$ cat src/shared/towg_consts.vh
`ifndef TOWG_CONSTS_VH
`define TOWG_CONSTS_VH

// register offsets (byte addresses on the plain port)
`define TOWG_ADDR_CTL_M 4'h0
`define TOWG_ADDR_CTL_M1 4'h4
`define TOWG_ADDR_STAT 4'h8
`define TOWG_ADDR_EVT 4'hc

// control register field positions
`define TOWG_BIT_COMP_OR_CAPTURE_SELECT 0
`define TOWG_BIT_POL 1
`define TOWG_BIT_MODE_LO 2
`define TOWG_BIT_MODE_HI 4
`define TOWG_BIT_SWLVL 5
`define TOWG_BIT_PAIR 6
`define TOWG_CTL_WMASK 16'h007f
`define TOWG_CTL_RESET 16'h0000

// output generation modes
`define TOWG_MD_SW 3'h0
`define TOWG_MD_SET 3'h1
`define TOWG_MD_TGLRST 3'h2
`define TOWG_MD_SETRST 3'h3
`define TOWG_MD_TGL 3'h4
`define TOWG_MD_RST 3'h5
`define TOWG_MD_TGLSET 3'h6
`define TOWG_MD_RSTSET 3'h7

// counter direction encoding
`define TOWG_CNT_UP 2'h0
`define TOWG_CNT_DOWN 2'h1
`define TOWG_CNT_UPDOWN 2'h2

`endif

$ cat src/rtl/towg_out_cell.v
`timescale 1ns/100ps
`include "towg_consts.vh"

// one output state bit; events are already selected by the caller
module towg_out_cell (
    input wire mclk_i,
    input wire rst_i,
    input wire enable_i,
    input wire set_i,
    input wire clr_i,
    input wire tgl_i,
    input wire pol_i,
    output reg wave_o
);

    reg active_q;
    reg active_d;

    // clear beats set beats toggle when events coincide in one cycle
    always @* begin
        active_d = active_q;
        if (enable_i) begin
            if (clr_i)
                active_d = 1'b0;
            else if (set_i)
                active_d = 1'b1;
            else if (tgl_i)
                active_d = ~active_q;
        end
    end

    // state starts inactive and holds when nothing fires
    always @(posedge mclk_i) begin
        if (rst_i)
            active_q <= 1'b0;
        else
            active_q <= active_d;
    end

    // pin level from polarity, registered so the data output is clean;
    // frozen while disabled so a polarity change waits for comparator mode
    always @(posedge mclk_i) begin
        if (rst_i)
            wave_o <= 1'b0;
        else if (enable_i)
            wave_o <= active_d ^ pol_i;
    end

endmodule // towg_out_cell

$ cat src/rtl/towg_top.v
`timescale 1ns/100ps
`include "towg_consts.vh"

////////////////////////////////////////////////////////////////////////////////
// output waveform generator for one comparator pair (m, m+1)
////////////////////////////////////////////////////////////////////////////////

// Overview of operation
// - mode 0 drives the output from the software level bit, any count mode.
// - level bit and mode field are ignored while in capture mode.
// - mode 7: match clears, max/zero sets; pair: m clears, m+1 sets.
// - mode 6: match toggles, max/zero sets; pair: m toggles, m+1 sets.
// - mode 5: match clears; pair: either match clears both outputs.
// - mode 4: match toggles; pair: exactly one match toggles both outputs, two matches in one cycle cancel.
// - mode 3: match sets, max/zero clears; pair: m sets, m+1 clears.
// - mode 2: match toggles, max/zero clears; pair: m toggles, m+1 clears.
// - mode 1: match sets; pair: either match sets both outputs.
// - pair bit uses both comparators' matches instead of max/zero events.
// - polarity bit one inverts the pin level, zero keeps it active high.
// - select bit zero means comparator mode; output works only there.
module towg_top (
    input wire mclk_i,
    input wire rst_i,
    input wire [3:0] addr_i,
    input wire [15:0] wdata_i,
    input wire wr_i,
    input wire rd_i,
    output reg [15:0] rdata_o,
    input wire [1:0] cnt_mode_i,
    input wire match_m_i,
    input wire match_m1_i,
    input wire cnt_max_i,
    input wire cnt_zero_i,
    output wire timer_wave_out_m_o,
    output wire timer_wave_out_m1_o
);

    ////////////////////////////////////////////////////////////////////////////
    // control registers for circuit m and m+1
    ////////////////////////////////////////////////////////////////////////////

    reg [15:0] ctl_q [0:1];
    reg [1:0] evt_seen_q;
    integer i;

    // only the implemented low bits store; the rest read as zero
    always @(posedge mclk_i) begin
        if (rst_i) begin
            for (i = 0; i < 2; i = i + 1)
                ctl_q[i] <= `TOWG_CTL_RESET;
        end else if (wr_i) begin
            if (addr_i == `TOWG_ADDR_CTL_M)
                ctl_q[0] <= wdata_i & `TOWG_CTL_WMASK;
            else if (addr_i == `TOWG_ADDR_CTL_M1)
                ctl_q[1] <= wdata_i & `TOWG_CTL_WMASK;
        end
    end

    // field decode helpers
    function [2:0] f_mode;
        input [15:0] c;
        begin
            f_mode = c[`TOWG_BIT_MODE_HI:`TOWG_BIT_MODE_LO];
        end
    endfunction

    function f_cmp;
        input [15:0] c;
        begin
            f_cmp = ~c[`TOWG_BIT_COMP_OR_CAPTURE_SELECT];
        end
    endfunction

    ////////////////////////////////////////////////////////////////////////////
    // event selection
    ////////////////////////////////////////////////////////////////////////////

    // period event: zero in down counting, max otherwise
    wire period_evt;
    assign period_evt = (cnt_mode_i == `TOWG_CNT_DOWN) ? cnt_zero_i : cnt_max_i;

    reg [1:0] set_e;
    reg [1:0] clr_e;
    reg [1:0] tgl_e;
    reg [1:0] en_e;

    // compute set/clear/toggle for one output from own and partner match
    task sel_events;
        input [15:0] c;
        input own;
        input other;
        input per;
        output s;
        output r;
        output t;
        reg pair;
        reg any;
        reg sec;
        begin
            pair = c[`TOWG_BIT_PAIR];
            sec = pair ? other : per;
            any = own | (pair & other);
            s = 1'b0;
            r = 1'b0;
            t = 1'b0;
            case (f_mode(c))
                `TOWG_MD_SW: begin
                    s = c[`TOWG_BIT_SWLVL];
                    r = ~c[`TOWG_BIT_SWLVL];
                end
                `TOWG_MD_SET: s = any;
                `TOWG_MD_TGLRST: begin
                    t = own;
                    r = sec;
                end
                `TOWG_MD_SETRST: begin
                    s = own;
                    r = sec;
                end
                `TOWG_MD_TGL: t = own ^ (pair & other);
                `TOWG_MD_RST: r = any;
                `TOWG_MD_TGLSET: begin
                    t = own;
                    s = sec;
                end
                `TOWG_MD_RSTSET: begin
                    r = own;
                    s = sec;
                end
                default: begin
                    s = 1'b0;
                end
            endcase
        end
    endtask

    // partner role mirrors own role with matches swapped
    always @* begin
        sel_events(ctl_q[0], match_m_i, match_m1_i, period_evt, set_e[0], clr_e[0], tgl_e[0]);
        sel_events(ctl_q[1], match_m1_i, match_m_i, period_evt, set_e[1], clr_e[1], tgl_e[1]);
        en_e[0] = f_cmp(ctl_q[0]);
        en_e[1] = f_cmp(ctl_q[1]);
    end

    ////////////////////////////////////////////////////////////////////////////
    // output cells
    ////////////////////////////////////////////////////////////////////////////

    towg_out_cell u_cell_m (
        .mclk_i(mclk_i),
        .rst_i(rst_i),
        .enable_i(en_e[0]),
        .set_i(set_e[0]),
        .clr_i(clr_e[0]),
        .tgl_i(tgl_e[0]),
        .pol_i(ctl_q[0][`TOWG_BIT_POL]),
        .wave_o(timer_wave_out_m_o)
    );

    towg_out_cell u_cell_m1 (
        .mclk_i(mclk_i),
        .rst_i(rst_i),
        .enable_i(en_e[1]),
        .set_i(set_e[1]),
        .clr_i(clr_e[1]),
        .tgl_i(tgl_e[1]),
        .pol_i(ctl_q[1][`TOWG_BIT_POL]),
        .wave_o(timer_wave_out_m1_o)
    );

    ////////////////////////////////////////////////////////////////////////////
    // sticky match seen flags, cleared by writing ones; set wins
    ////////////////////////////////////////////////////////////////////////////

    always @(posedge mclk_i) begin
        if (rst_i)
            evt_seen_q <= 2'h0;
        else
            evt_seen_q <= (evt_seen_q & ~((wr_i && addr_i == `TOWG_ADDR_EVT) ? wdata_i[1:0] : 2'h0))
                          | {match_m1_i, match_m_i};
    end

    ////////////////////////////////////////////////////////////////////////////
    // read port: data in the cycle after the strobe, zero otherwise
    ////////////////////////////////////////////////////////////////////////////

    always @(posedge mclk_i) begin
        if (rst_i)
            rdata_o <= 16'h0000;
        else if (rd_i) begin
            case (addr_i)
                `TOWG_ADDR_CTL_M: rdata_o <= ctl_q[0];
                `TOWG_ADDR_CTL_M1: rdata_o <= ctl_q[1];
                `TOWG_ADDR_STAT: rdata_o <= {14'h0000, timer_wave_out_m1_o, timer_wave_out_m_o};
                `TOWG_ADDR_EVT: rdata_o <= {14'h0000, evt_seen_q};
                default: rdata_o <= 16'h0000;
            endcase
        end else
            rdata_o <= 16'h0000;
    end

endmodule // towg_top

$ cat config.mk
export PLATFORM = sky130hd
export DESIGN_NAME = towg_top
export DESIGN_NICKNAME = d
export VERILOG_FILES = /design/src/rtl/towg_out_cell.v /design/src/rtl/towg_top.v
export VERILOG_INCLUDE_DIRS = /design/src /design/src/shared
export SDC_FILE = /design/constraint.sdc
export NUM_CORES = 1
export LEC_CHECK = 0
export BUFFER_PORTS_ARGS = -buffer_cell sky130_fd_sc_hd__buf_2
export CORE_ASPECT_RATIO = 1.5
export CORE_MARGIN = 4
export CORE_UTILIZATION = 49
export DETAILED_ROUTE_END_ITERATION = 6
export PLACE_DENSITY_LB_ADDON = 0.3
export SYNTH_ARGS = -nofsm -noshare
export SYNTH_HDL_FRONTEND = slang
export SYNTH_SLANG_ARGS = --single-unit
$ cat constraint.sdc
create_clock -name mclk_i -period 2.35 [get_ports mclk_i]
set_input_delay 0.47 -clock mclk_i [delete_from_list [all_inputs] [get_ports mclk_i]]
set_output_delay 0.47 -clock mclk_i [all_outputs]
set_load 0.01 [all_outputs]
==> results.md, run 1 <==
* Status: completed
* Initial antenna violation count at 0
* Skew final at 0.00270 ns
* Register bit total from synthesis at 27
* Hold Crit Start: wdata_i[3]
* Die area at 0.00389 mm2
* Post-DR wirelength/cell at 13.8 um
* Top Metal Used: met4
* CP Cell Sequence: nand2_1 > ha_1 > nand2b_1 > a21oi_1 > nor4_1 > buf_4 > or4b_1 > o211ai_1
* Worst EP required at 2.55 ns
* IO Pins at 48
* Met1 Routed Length at 1080 um
* R2R Setup Slk at 0.35 ns
* CP Class: flop to flop
* Vias at 1114
* DR WL met3 at 109 um
* CP max-delay cell: or4b_1
* Total CTS buffers at 3
* Critical path endpoint category: flop
* Min-Delay Path Depth at 2
* Post-place setup slack at 0.0983 ns
* Core area at 0.00273 mm2
* Post-CTS sizing at 0
* Clk sinks at 27
* Setup Fix Bufs, Post-CTS at 0
* Gate Count Post-Synth at 142
* Total GRT Usage at 0.165
* EDFF count, synth at 14
* Non-filler cells, final at 210
* Root Driver: clkbuf_8
* DPL Wire Length at 2380 um
* Vias in the first global route at 1065
* WL met2 at 1650 um
* Cell taking the most area after synthesis: edfxtp_1
* Hold worst-path end: ctl_q[0][3]
* Clk Latency, worst-skew pair at 0.27 ns
* Initial core utilization at 0.527
* Reg2Reg Launch Point: ctl_q[0][6]
* Share of the yosys chip area belonging to registers at 0.472
* Die H at 74.4 um
* Total wire length at 2910 um
* CP max FO at 5
* Mapped Area at 0.00144 mm2
* TritonCTS clock tree: yes
* Grt total ovfl at 0
* # nets final at 206
* CTS Hold Bufs at 0
* CP max stage delay at 0.45 ns
* Asr flop ratio synth at 0
* Share of cells above drive strength 1 at 0.237
* Layout area overhead at 14.0%
* Final setup margin at 0.354 ns
* Largest net degree at the start of global routing at 15
* GPL Wtd Cong at 0.836
* Fmax at 0.501 GHz
* Starting DRT DRC Count at 15
* Drt pass-1 iters at 4
* Pleak at 0.000692 uW
* Ant diodes at 0
* Synth cell types at 42
* Antenna viol nets, final at 0
* Final setup violation count at 0
* DR vias/cell at 5.30
* # rows at 23
* Clock buffer depth at 2
* Setup TNS at 0 ns
* Fin crit period at 2.00 ns
* Max-cap viol count at 0
* Worst EP arrival at 2.20 ns
* Syn. warnings at 0
* Worst vdd ir at 0.000418 V
* Most common cell after layout, fill and taps aside: buf_2
* Final Hold Fails at 0
* Cell area power density at 587 mW/mm2
* Most used DFF post-synth: edfxtp_1
* DP Cell Count at 206
* R2R Path End: u_cell_m.wave_o
* H-tree levels at 1
* Period utilisation layout at 0.849
* Syn_area_per_cell at 10.2 um2
* Most frequent cells in the layout: buf_2, nor2_1, edfxtp_1
* DRC at 0
* First-pass GRT wire length at 4730 um
* Max Slew Vio Count at 0
* Count of input and output buffers at 29
* Die Wd at 52.3 um
* Worst-case reg-to-reg path depth at 8
* Startpoint Class: flop
* Top-area cell type share of the netlist area at 0.292
* RSZ-0062 raised after global routing: false
* Top area cells in the synthesized netlist: edfxtp_1, dfxtp_1, mux2i_1
* Clock-pin slew on the worst setup and hold paths at 0.09 ns
* HP Class: input pin to flop
final cells by class:
| cell class | count | area (um2) |
|---|---|---|
| well taps | 37 | 46.3 |
| inverters | 4 | 15.0 |
| clock buffers | 4 | 45.0 |
| fillers | 245 | 1090 |
| repair buffers | 31 | 160 |
| flip-flops and latches | 27 | 681 |
| multi-input cells | 107 | 696 |
worst max-delay path by stage:
| stage | startpoint | end | slack, ns | cells past startpoint |
|---|---|---|---|---|
| after floorplan | match_m_i | u_cell_m1.wave_o | 0.50 | 7 |
| after global placement | match_m_i | u_cell_m.wave_o | 0.18 | 9 |
| after detailed placement | match_m_i | u_cell_m.wave_o | 0.1 | 9 |
| after CTS | ctl_q[0][6] | u_cell_m.wave_o | 0.35 | 8 |
| after global routing | ctl_q[0][6] | u_cell_m.wave_o | 0.23 | 8 |
| final | ctl_q[0][6] | u_cell_m.wave_o | 0.35 | 8 |
sequential cells by signal (all words and copies together), names as in the netlist:
signal	count
ctl_q	14
evt_seen_q	2
rdata_o	7
u_cell_m.active_q	1
u_cell_m.wave_o	1
u_cell_m1.active_q	1
u_cell_m1.wave_o	1
worst max-delay path: cells and delay by family (launching register included):
kind | cells | cell delay, ns
simple gates | 4 | 0.76
flops | 1 | 0.42
compound gates | 2 | 0.31
fa+ha+maj | 1 | 0.28
buf+inv | 1 | 0.15
report_power, final:
group | switching, uW | leakage, uW | total [uW] | internal [uW]
Clock | 140 | 0.0000228 | 261 | 122
Sequential | 28.7 | 0.000240 | 551 | 522
Combinational | 81.7 | 0.000429 | 153 | 71.3
Yosys cell counts, types with 3 or more instances:
library cell,instances
nor2_1,15
edfxtp_1,14
dfxtp_1,13
nand2_1,12
and2_1,10
mux2i_1,10
buf_4,9
a21oi_1,4
inv_1,4
nor2b_1,4
nor3_1,4
nand2b_1,3
o211ai_1,3
per-stage QoR:
step	util	power, uW	area (um2)	hold WS [ns]
2_1_floorplan	-	668	1470	0.451
3_3_place_gp	0.584	704	1600	0.470
3_5_place_dp	0.584	714	1600	0.479
4_1_cts	0.601	971	1640	0.487
5_1_grt	0.601	1010	1640	0.488
6_report	0.601	965	1640	0.489
logic make-up after synthesis:
logic type	synth area share
AND/OR/NAND/NOR	0.250
flip-flops	0.472
AO/OA/AOI/OAI	0.110
buffers and inverters	0.0660
multiplexers	0.0694
adder cells (fa/ha/maj)	0.0174
XOR/XNOR	0.0122
other	0.00260
layer usage:
metal | track usage | vias to the layer above
met2 | 0.314 | 21
met5 | 0 | -
met1 | 0.169 | 527
li1 | - | 559
met3 | 0.0321 | 7
met4 | 0.0739 | 0
Power figures use the tool's default switching activity.
==> run 2, diff against run 1 <==
==> constraint.sdc (replaced) <==
create_clock -name mclk_i -period 2.1 [get_ports mclk_i]
set_input_delay 0.42 -clock mclk_i [delete_from_list [all_inputs] [get_ports mclk_i]]
set_output_delay 0.42 -clock mclk_i [all_outputs]
set_load 0.01 [all_outputs]
==> run 2 against run 1 <==
Compared with the run above:
- worst setup slack got worse by 0.22 ns
- non-clock buffer count up 4
- clock-buffer cell count decreased by 1
- clock skew grew 0.00058 ns
- sequential share of layout area is 0.77 points lower
- critical path depth did not move
- global-route usage increased by 0.43 points
- final area is 1.9% higher
- core utilization rose by 1.1 points
- largest power group unchanged
==> results.md, run 2 (synthesized netlist as in run 1, its figures left out) <==
* Worst EP required at 2.30 ns
* Final Core Density at 0.612
* RSZ-0062 raised after global routing: false
* Post-DR wirelength/cell at 14.2 um
* Count of input and output buffers at 29
* Cell area power density at 649 mW/mm2
* H-tree levels at 1
* Startpoint Class: flop
* Vias at 1119
* Period utilisation layout at 0.936
* # rows at 23
* Most frequent cells in the layout: buf_2, nor2_1, edfxtp_1
* Die H at 74.4 um
* Final Hold Fails at 0
* CTS Hold Bufs at 0
* Worst vdd ir at 0.000494 V
* GPL Wtd Cong at 0.822
* Clk Latency, worst-skew pair at 0.27 ns
* Most common cell after layout, fill and taps aside: buf_2
* Die Wd at 52.3 um
* Die area at 0.00389 mm2
* Largest net degree at the start of global routing at 16
* Status: completed
* Antenna viol nets, final at 0
* HP Class: input pin to flop
* Starting DRT DRC Count at 33
* Total CTS buffers at 3
* Skew final at 0.00328 ns
* Total wire length at 3030 um
* Root Driver: clkbuf_8
* Initial core utilization at 0.527
* CP Cell Sequence: nand2_1 > ha_1 > nand2b_1 > a21oi_1 > nor4_1 > buf_4 > or4b_1 > o211ai_1
* Layout area overhead at 16.1%
* First-pass GRT wire length at 4890 um
* CP max-delay cell: or4b_1
* Max-cap viol count at 0
* DPL Wire Length at 2430 um
* IO Pins at 48
* Critical path endpoint category: flop
* Largest register FFs at 14
* CP Class: flop to flop
* Ant diodes at 0
* Clock-pin slew on the worst setup and hold paths at 0.09 ns
* Drt pass-1 iters at 4
* Clock buffer depth at 2
* Worst Hold Slack at 0.441 ns
* Grt total ovfl at 0
* Fmax at 0.509 GHz
* Fill count at 229
* Core area at 0.00273 mm2
* Total GRT Usage at 0.169
* Setup Fix Bufs, Post-CTS at 0
* Area of the multi-input gates at 696 um2
* Clk sinks at 27
* Largest Register: ctl_q
* Final setup violation count at 0
* DR vias/cell at 5.23
* Share of cells above drive strength 1 at 0.260
* TritonCTS clock tree: yes
* CP max stage delay at 0.46 ns
* Register area at 681 um2
* DRC at 0
* Worst EP arrival at 2.16 ns
* Pleak at 0.000714 uW
* Post-CTS sizing at 0
* CP max FO at 4
* Max Slew Vio Count at 0
* Fin crit period at 1.96 ns
* Largest registers: ctl_q (14), rdata_o (7), evt_seen_q (2)
* Vias in the first global route at 1140
* # nets final at 210
* Initial antenna violation count at 0
## run 2: cell types whose count changed in the layout (fill, tap and decap cells not counted), sizes merged
cell	delta
buf	+4
clkinv	+1
clkbuf	-1
## run 2: per-layer routing
metal,track usage,routed length (um),up-vias
li1,-,-,566
met1,0.165,1070,524
met2,0.316,1750,23
met3,0.0341,123,6
met4,0.102,86,0
met5,0,0,-
## run 2: per-stage QoR
stage                     std cells  TNS, ns  area (um2)  total power, uW  setup slack [ns]
after floorplan                 150        0        1470              747             0.299
after global placement          208        0        1610              790            0.0394
after detailed placement        208  -0.0317        1610              801           -0.0267
after CTS                       212        0        1660             1090             0.101
after global routing            214        0        1670             1130           0.00775
final                           214        0        1670             1090             0.135
## run 2: layout make-up
type / count / share of cell area
clock buffer: 3 / 0.0247
clock inverter: 1 / 0.00299
inverter: 4 / 0.00897
multi-input combinational: 107 / 0.416
sequential: 27 / 0.407
tap: 37 / 0.0277
timing repair buffer: 35 / 0.114
## run 2: power by group
part           switching [uW]  leakage, uW  internal, uW
Combinational            93.4     0.000448          85.1
Clock                     160    0.0000255           133
Sequential               31.6     0.000240           584
## run 2: final timing paths
| path | from | end | slack, ns | cells after the start |
|---|---|---|---|---|
| hold / removal | wdata_i[3] | ctl_q[0][3] | 0.44 | 2 |
| setup / recovery | ctl_q[0][6] | u_cell_m.wave_o | 0.14 | 8 |
| setup reg to reg | ctl_q[0][6] | u_cell_m.wave_o | 0.14 | 8 |
| hold reg to reg | evt_seen_q[0] | evt_seen_q[0] | 0.51 | 2 |
## run 2: worst max-delay path: cells and delay by family (launching register included)
kind / cells / cell delay [ns]
compound gates: 2 / 0.30
fa+ha+maj: 1 / 0.29
buf+inv: 1 / 0.14
flops: 1 / 0.41
simple gates: 4 / 0.75
==> run 3, diff against run 2 <==
--- a/config.mk
+++ b/config.mk
@@ -7,11 +7,12 @@
 export NUM_CORES = 1
 export LEC_CHECK = 0
 export BUFFER_PORTS_ARGS = -buffer_cell sky130_fd_sc_hd__buf_2
+export CAP_MARGIN = 20
 export CORE_ASPECT_RATIO = 1.5
 export CORE_MARGIN = 4
 export CORE_UTILIZATION = 49
 export DETAILED_ROUTE_END_ITERATION = 6
-export PLACE_DENSITY_LB_ADDON = 0.3
+export PLACE_DENSITY = 0.78
 export SYNTH_ARGS = -nofsm -noshare
 export SYNTH_HDL_FRONTEND = slang
 export SYNTH_SLANG_ARGS = --single-unit
==> run 3 against run 2 <==
Compared with the run above:
- global-route usage decreased by 0.92 points
- cell count decreased by 0.47%
- highest routed layer unchanged
- via count increased by 1.6%
- worst setup slack improved by 0.00050 ns
- largest power group unchanged
- critical endpoint is now u_cell_m1.wave_o
- largest cell class unchanged
==> results.md, run 3 (synthesized netlist as in run 1, its figures left out) <==
* Worst EP arrival at 2.15 ns
* Largest registers: ctl_q (14), rdata_o (7), evt_seen_q (2)
* Clock-pin slew on the worst setup and hold paths at 0.09 ns
* Total wire length at 2860 um
* Cell area power density at 650 mW/mm2
* Vias in the first global route at 1073
* Status: completed
* IO Pins at 48
* Initial core utilization at 0.527
* Crit path to: u_cell_m1.wave_o
* Total CTS buffers at 3
* First-pass GRT wire length at 4640 um
* GPL Wtd Cong at 0.813
* Grt peak-use layer: met2
* Initial antenna violation count at 0
* Worst vdd ir at 0.000487 V
* Worst setup path startpoint: ctl_q[0][13]
* Max-cap viol count at 0
* DR vias/cell at 5.34
* Fmax at 0.509 GHz
* Total GRT Usage at 0.160
* Ant diodes at 0
* CP max stage delay at 0.46 ns
* P_int at 801 uW
* Max Slew Vio Count at 0
* DP Cell Count at 208
* CP max FO at 5
* DRC at 0
* Startpoint Class: flop
* Grt met1 use at 0.168
* CP Cell Sequence: nand2_1 > ha_1 > or3_1 > o211ai_1 > xor2_1 > or4_1 > o221ai_1
* Critical path endpoint category: flop
* TritonCTS clock tree: yes
* R2R Path End: u_cell_m1.wave_o
* # nets final at 209
* Worst-case reg-to-reg path depth at 7
* Core area at 0.00273 mm2
* Count of input and output buffers at 29
* Die area at 0.00389 mm2
* Root Driver: clkbuf_8
* Final Hold Fails at 0
* Layout area overhead at 15.6%
* Most common cell after layout, fill and taps aside: buf_2
* Fill count at 237
* Final Core Density at 0.610
* P_sw at 283 uW
* RSZ-0062 raised after global routing: false
* Post-DR wirelength/cell at 13.4 um
* Final setup violation count at 0
* Share of cells above drive strength 1 at 0.256
* CP max-delay cell: edfxtp_1
* Drt pass-1 iters at 4
* Clk sinks at 27
* H-tree levels at 1
* Worst EP required at 2.29 ns
* Clock network fraction of design power at 0.270
* # rows at 23
* Largest net degree at the start of global routing at 16
* Seq pwr share at 0.567
* Clock buffer depth at 2
* CP Class: flop to flop
* M3 GR Usage at 0.0321
* Pleak at 0.000709 uW
* Post-CTS sizing at 0
* R2R Setup Slk at 0.14 ns
* Die H at 74.4 um
* Vias at 1137
* Antenna viol nets, final at 0
* Grt total ovfl at 0
* Reg2Reg Launch Point: ctl_q[0][13]
* Non-filler cells, final at 213
* Largest Register: ctl_q
* Skew final at 0.00401 ns
* M2 GR Usage at 0.289
* Clk Latency, worst-skew pair at 0.27 ns
* CTS Hold Bufs at 0
* Fin crit period at 1.96 ns
* Comb pwr share at 0.162
* Starting DRT DRC Count at 22
* Most frequent cells in the layout: buf_2, nor2_1, edfxtp_1
* Die Wd at 52.3 um
* Switching Fraction at 0.261
* HP Class: input pin to flop
* Largest register FFs at 14
* Period utilisation layout at 0.935
* DPL Wire Length at 2360 um
[run 3: critical path: cells and delay by family (launching register included)]
kind            cells  cell delay (ns)
compound gates      2             0.24
flops               1             0.46
xor+xnor            1             0.09
fa+ha+maj           1             0.23
simple gates        3             0.86
[run 3: repair_timing]
action / 4_1_cts / 5_1_grt
endpoints found under the hold margin: 0 / 0
setup buffers: 0 / 1
endpoints found under the setup margin: 0 / 1
[run 3: area by class of cell]
type / count / area (um2) / share of cell area
tap: 37 / 46.3 / 0.0278
clock inverter: 1 / 5.00 / 0.00300
multi-input combinational: 107 / 696 / 0.417
timing repair buffer: 34 / 183 / 0.110
clock buffer: 3 / 41.3 / 0.0248
inverter: 4 / 15.0 / 0.00901
sequential: 27 / 681 / 0.408
[run 3: worst min path at each step]
stage             startpoint             to  cells past startpoint
6_report          wdata_i[3]    ctl_q[0][3]                      2
5_1_grt           wdata_i[4]    ctl_q[0][4]                      2
4_1_cts           wdata_i[4]    ctl_q[0][4]                      2
3_5_place_dp   evt_seen_q[0]  evt_seen_q[0]                      2
3_3_place_gp   evt_seen_q[0]  evt_seen_q[0]                      2
2_1_floorplan  evt_seen_q[0]  evt_seen_q[0]                      2
[run 3: power by group through the flow]
stage	registers, uW	clock network, uW	logic, uW
floorplan	621	0	126
global placement	625	0	165
detailed placement	627	0	172
CTS	615	301	174
global route	619	317	195
finish	615	293	176
[run 3: through the flow]
stage | hold slack [ns] | setup slack, ns | total power (uW) | instance area (um2) | TNS (ns)
2_1_floorplan | 0.451 | 0.299 | 747 | 1470 | 0
3_3_place_gp | 0.467 | 0.0359 | 790 | 1610 | 0
3_5_place_dp | 0.484 | -0.0246 | 799 | 1610 | -0.0246
4_1_cts | 0.436 | 0.0985 | 1090 | 1660 | 0
5_1_grt | 0.442 | 0.0335 | 1130 | 1670 | 0
6_report | 0.439 | 0.136 | 1080 | 1670 | 0
[run 3: routing by layer]
metal	vias up	part of all wire	wire, um
met4	0	0.037	105
li1	563	-	-
met3	9	0.032	90
met2	24	0.57	1640
met5	-	0	0
met1	541	0.36	1020
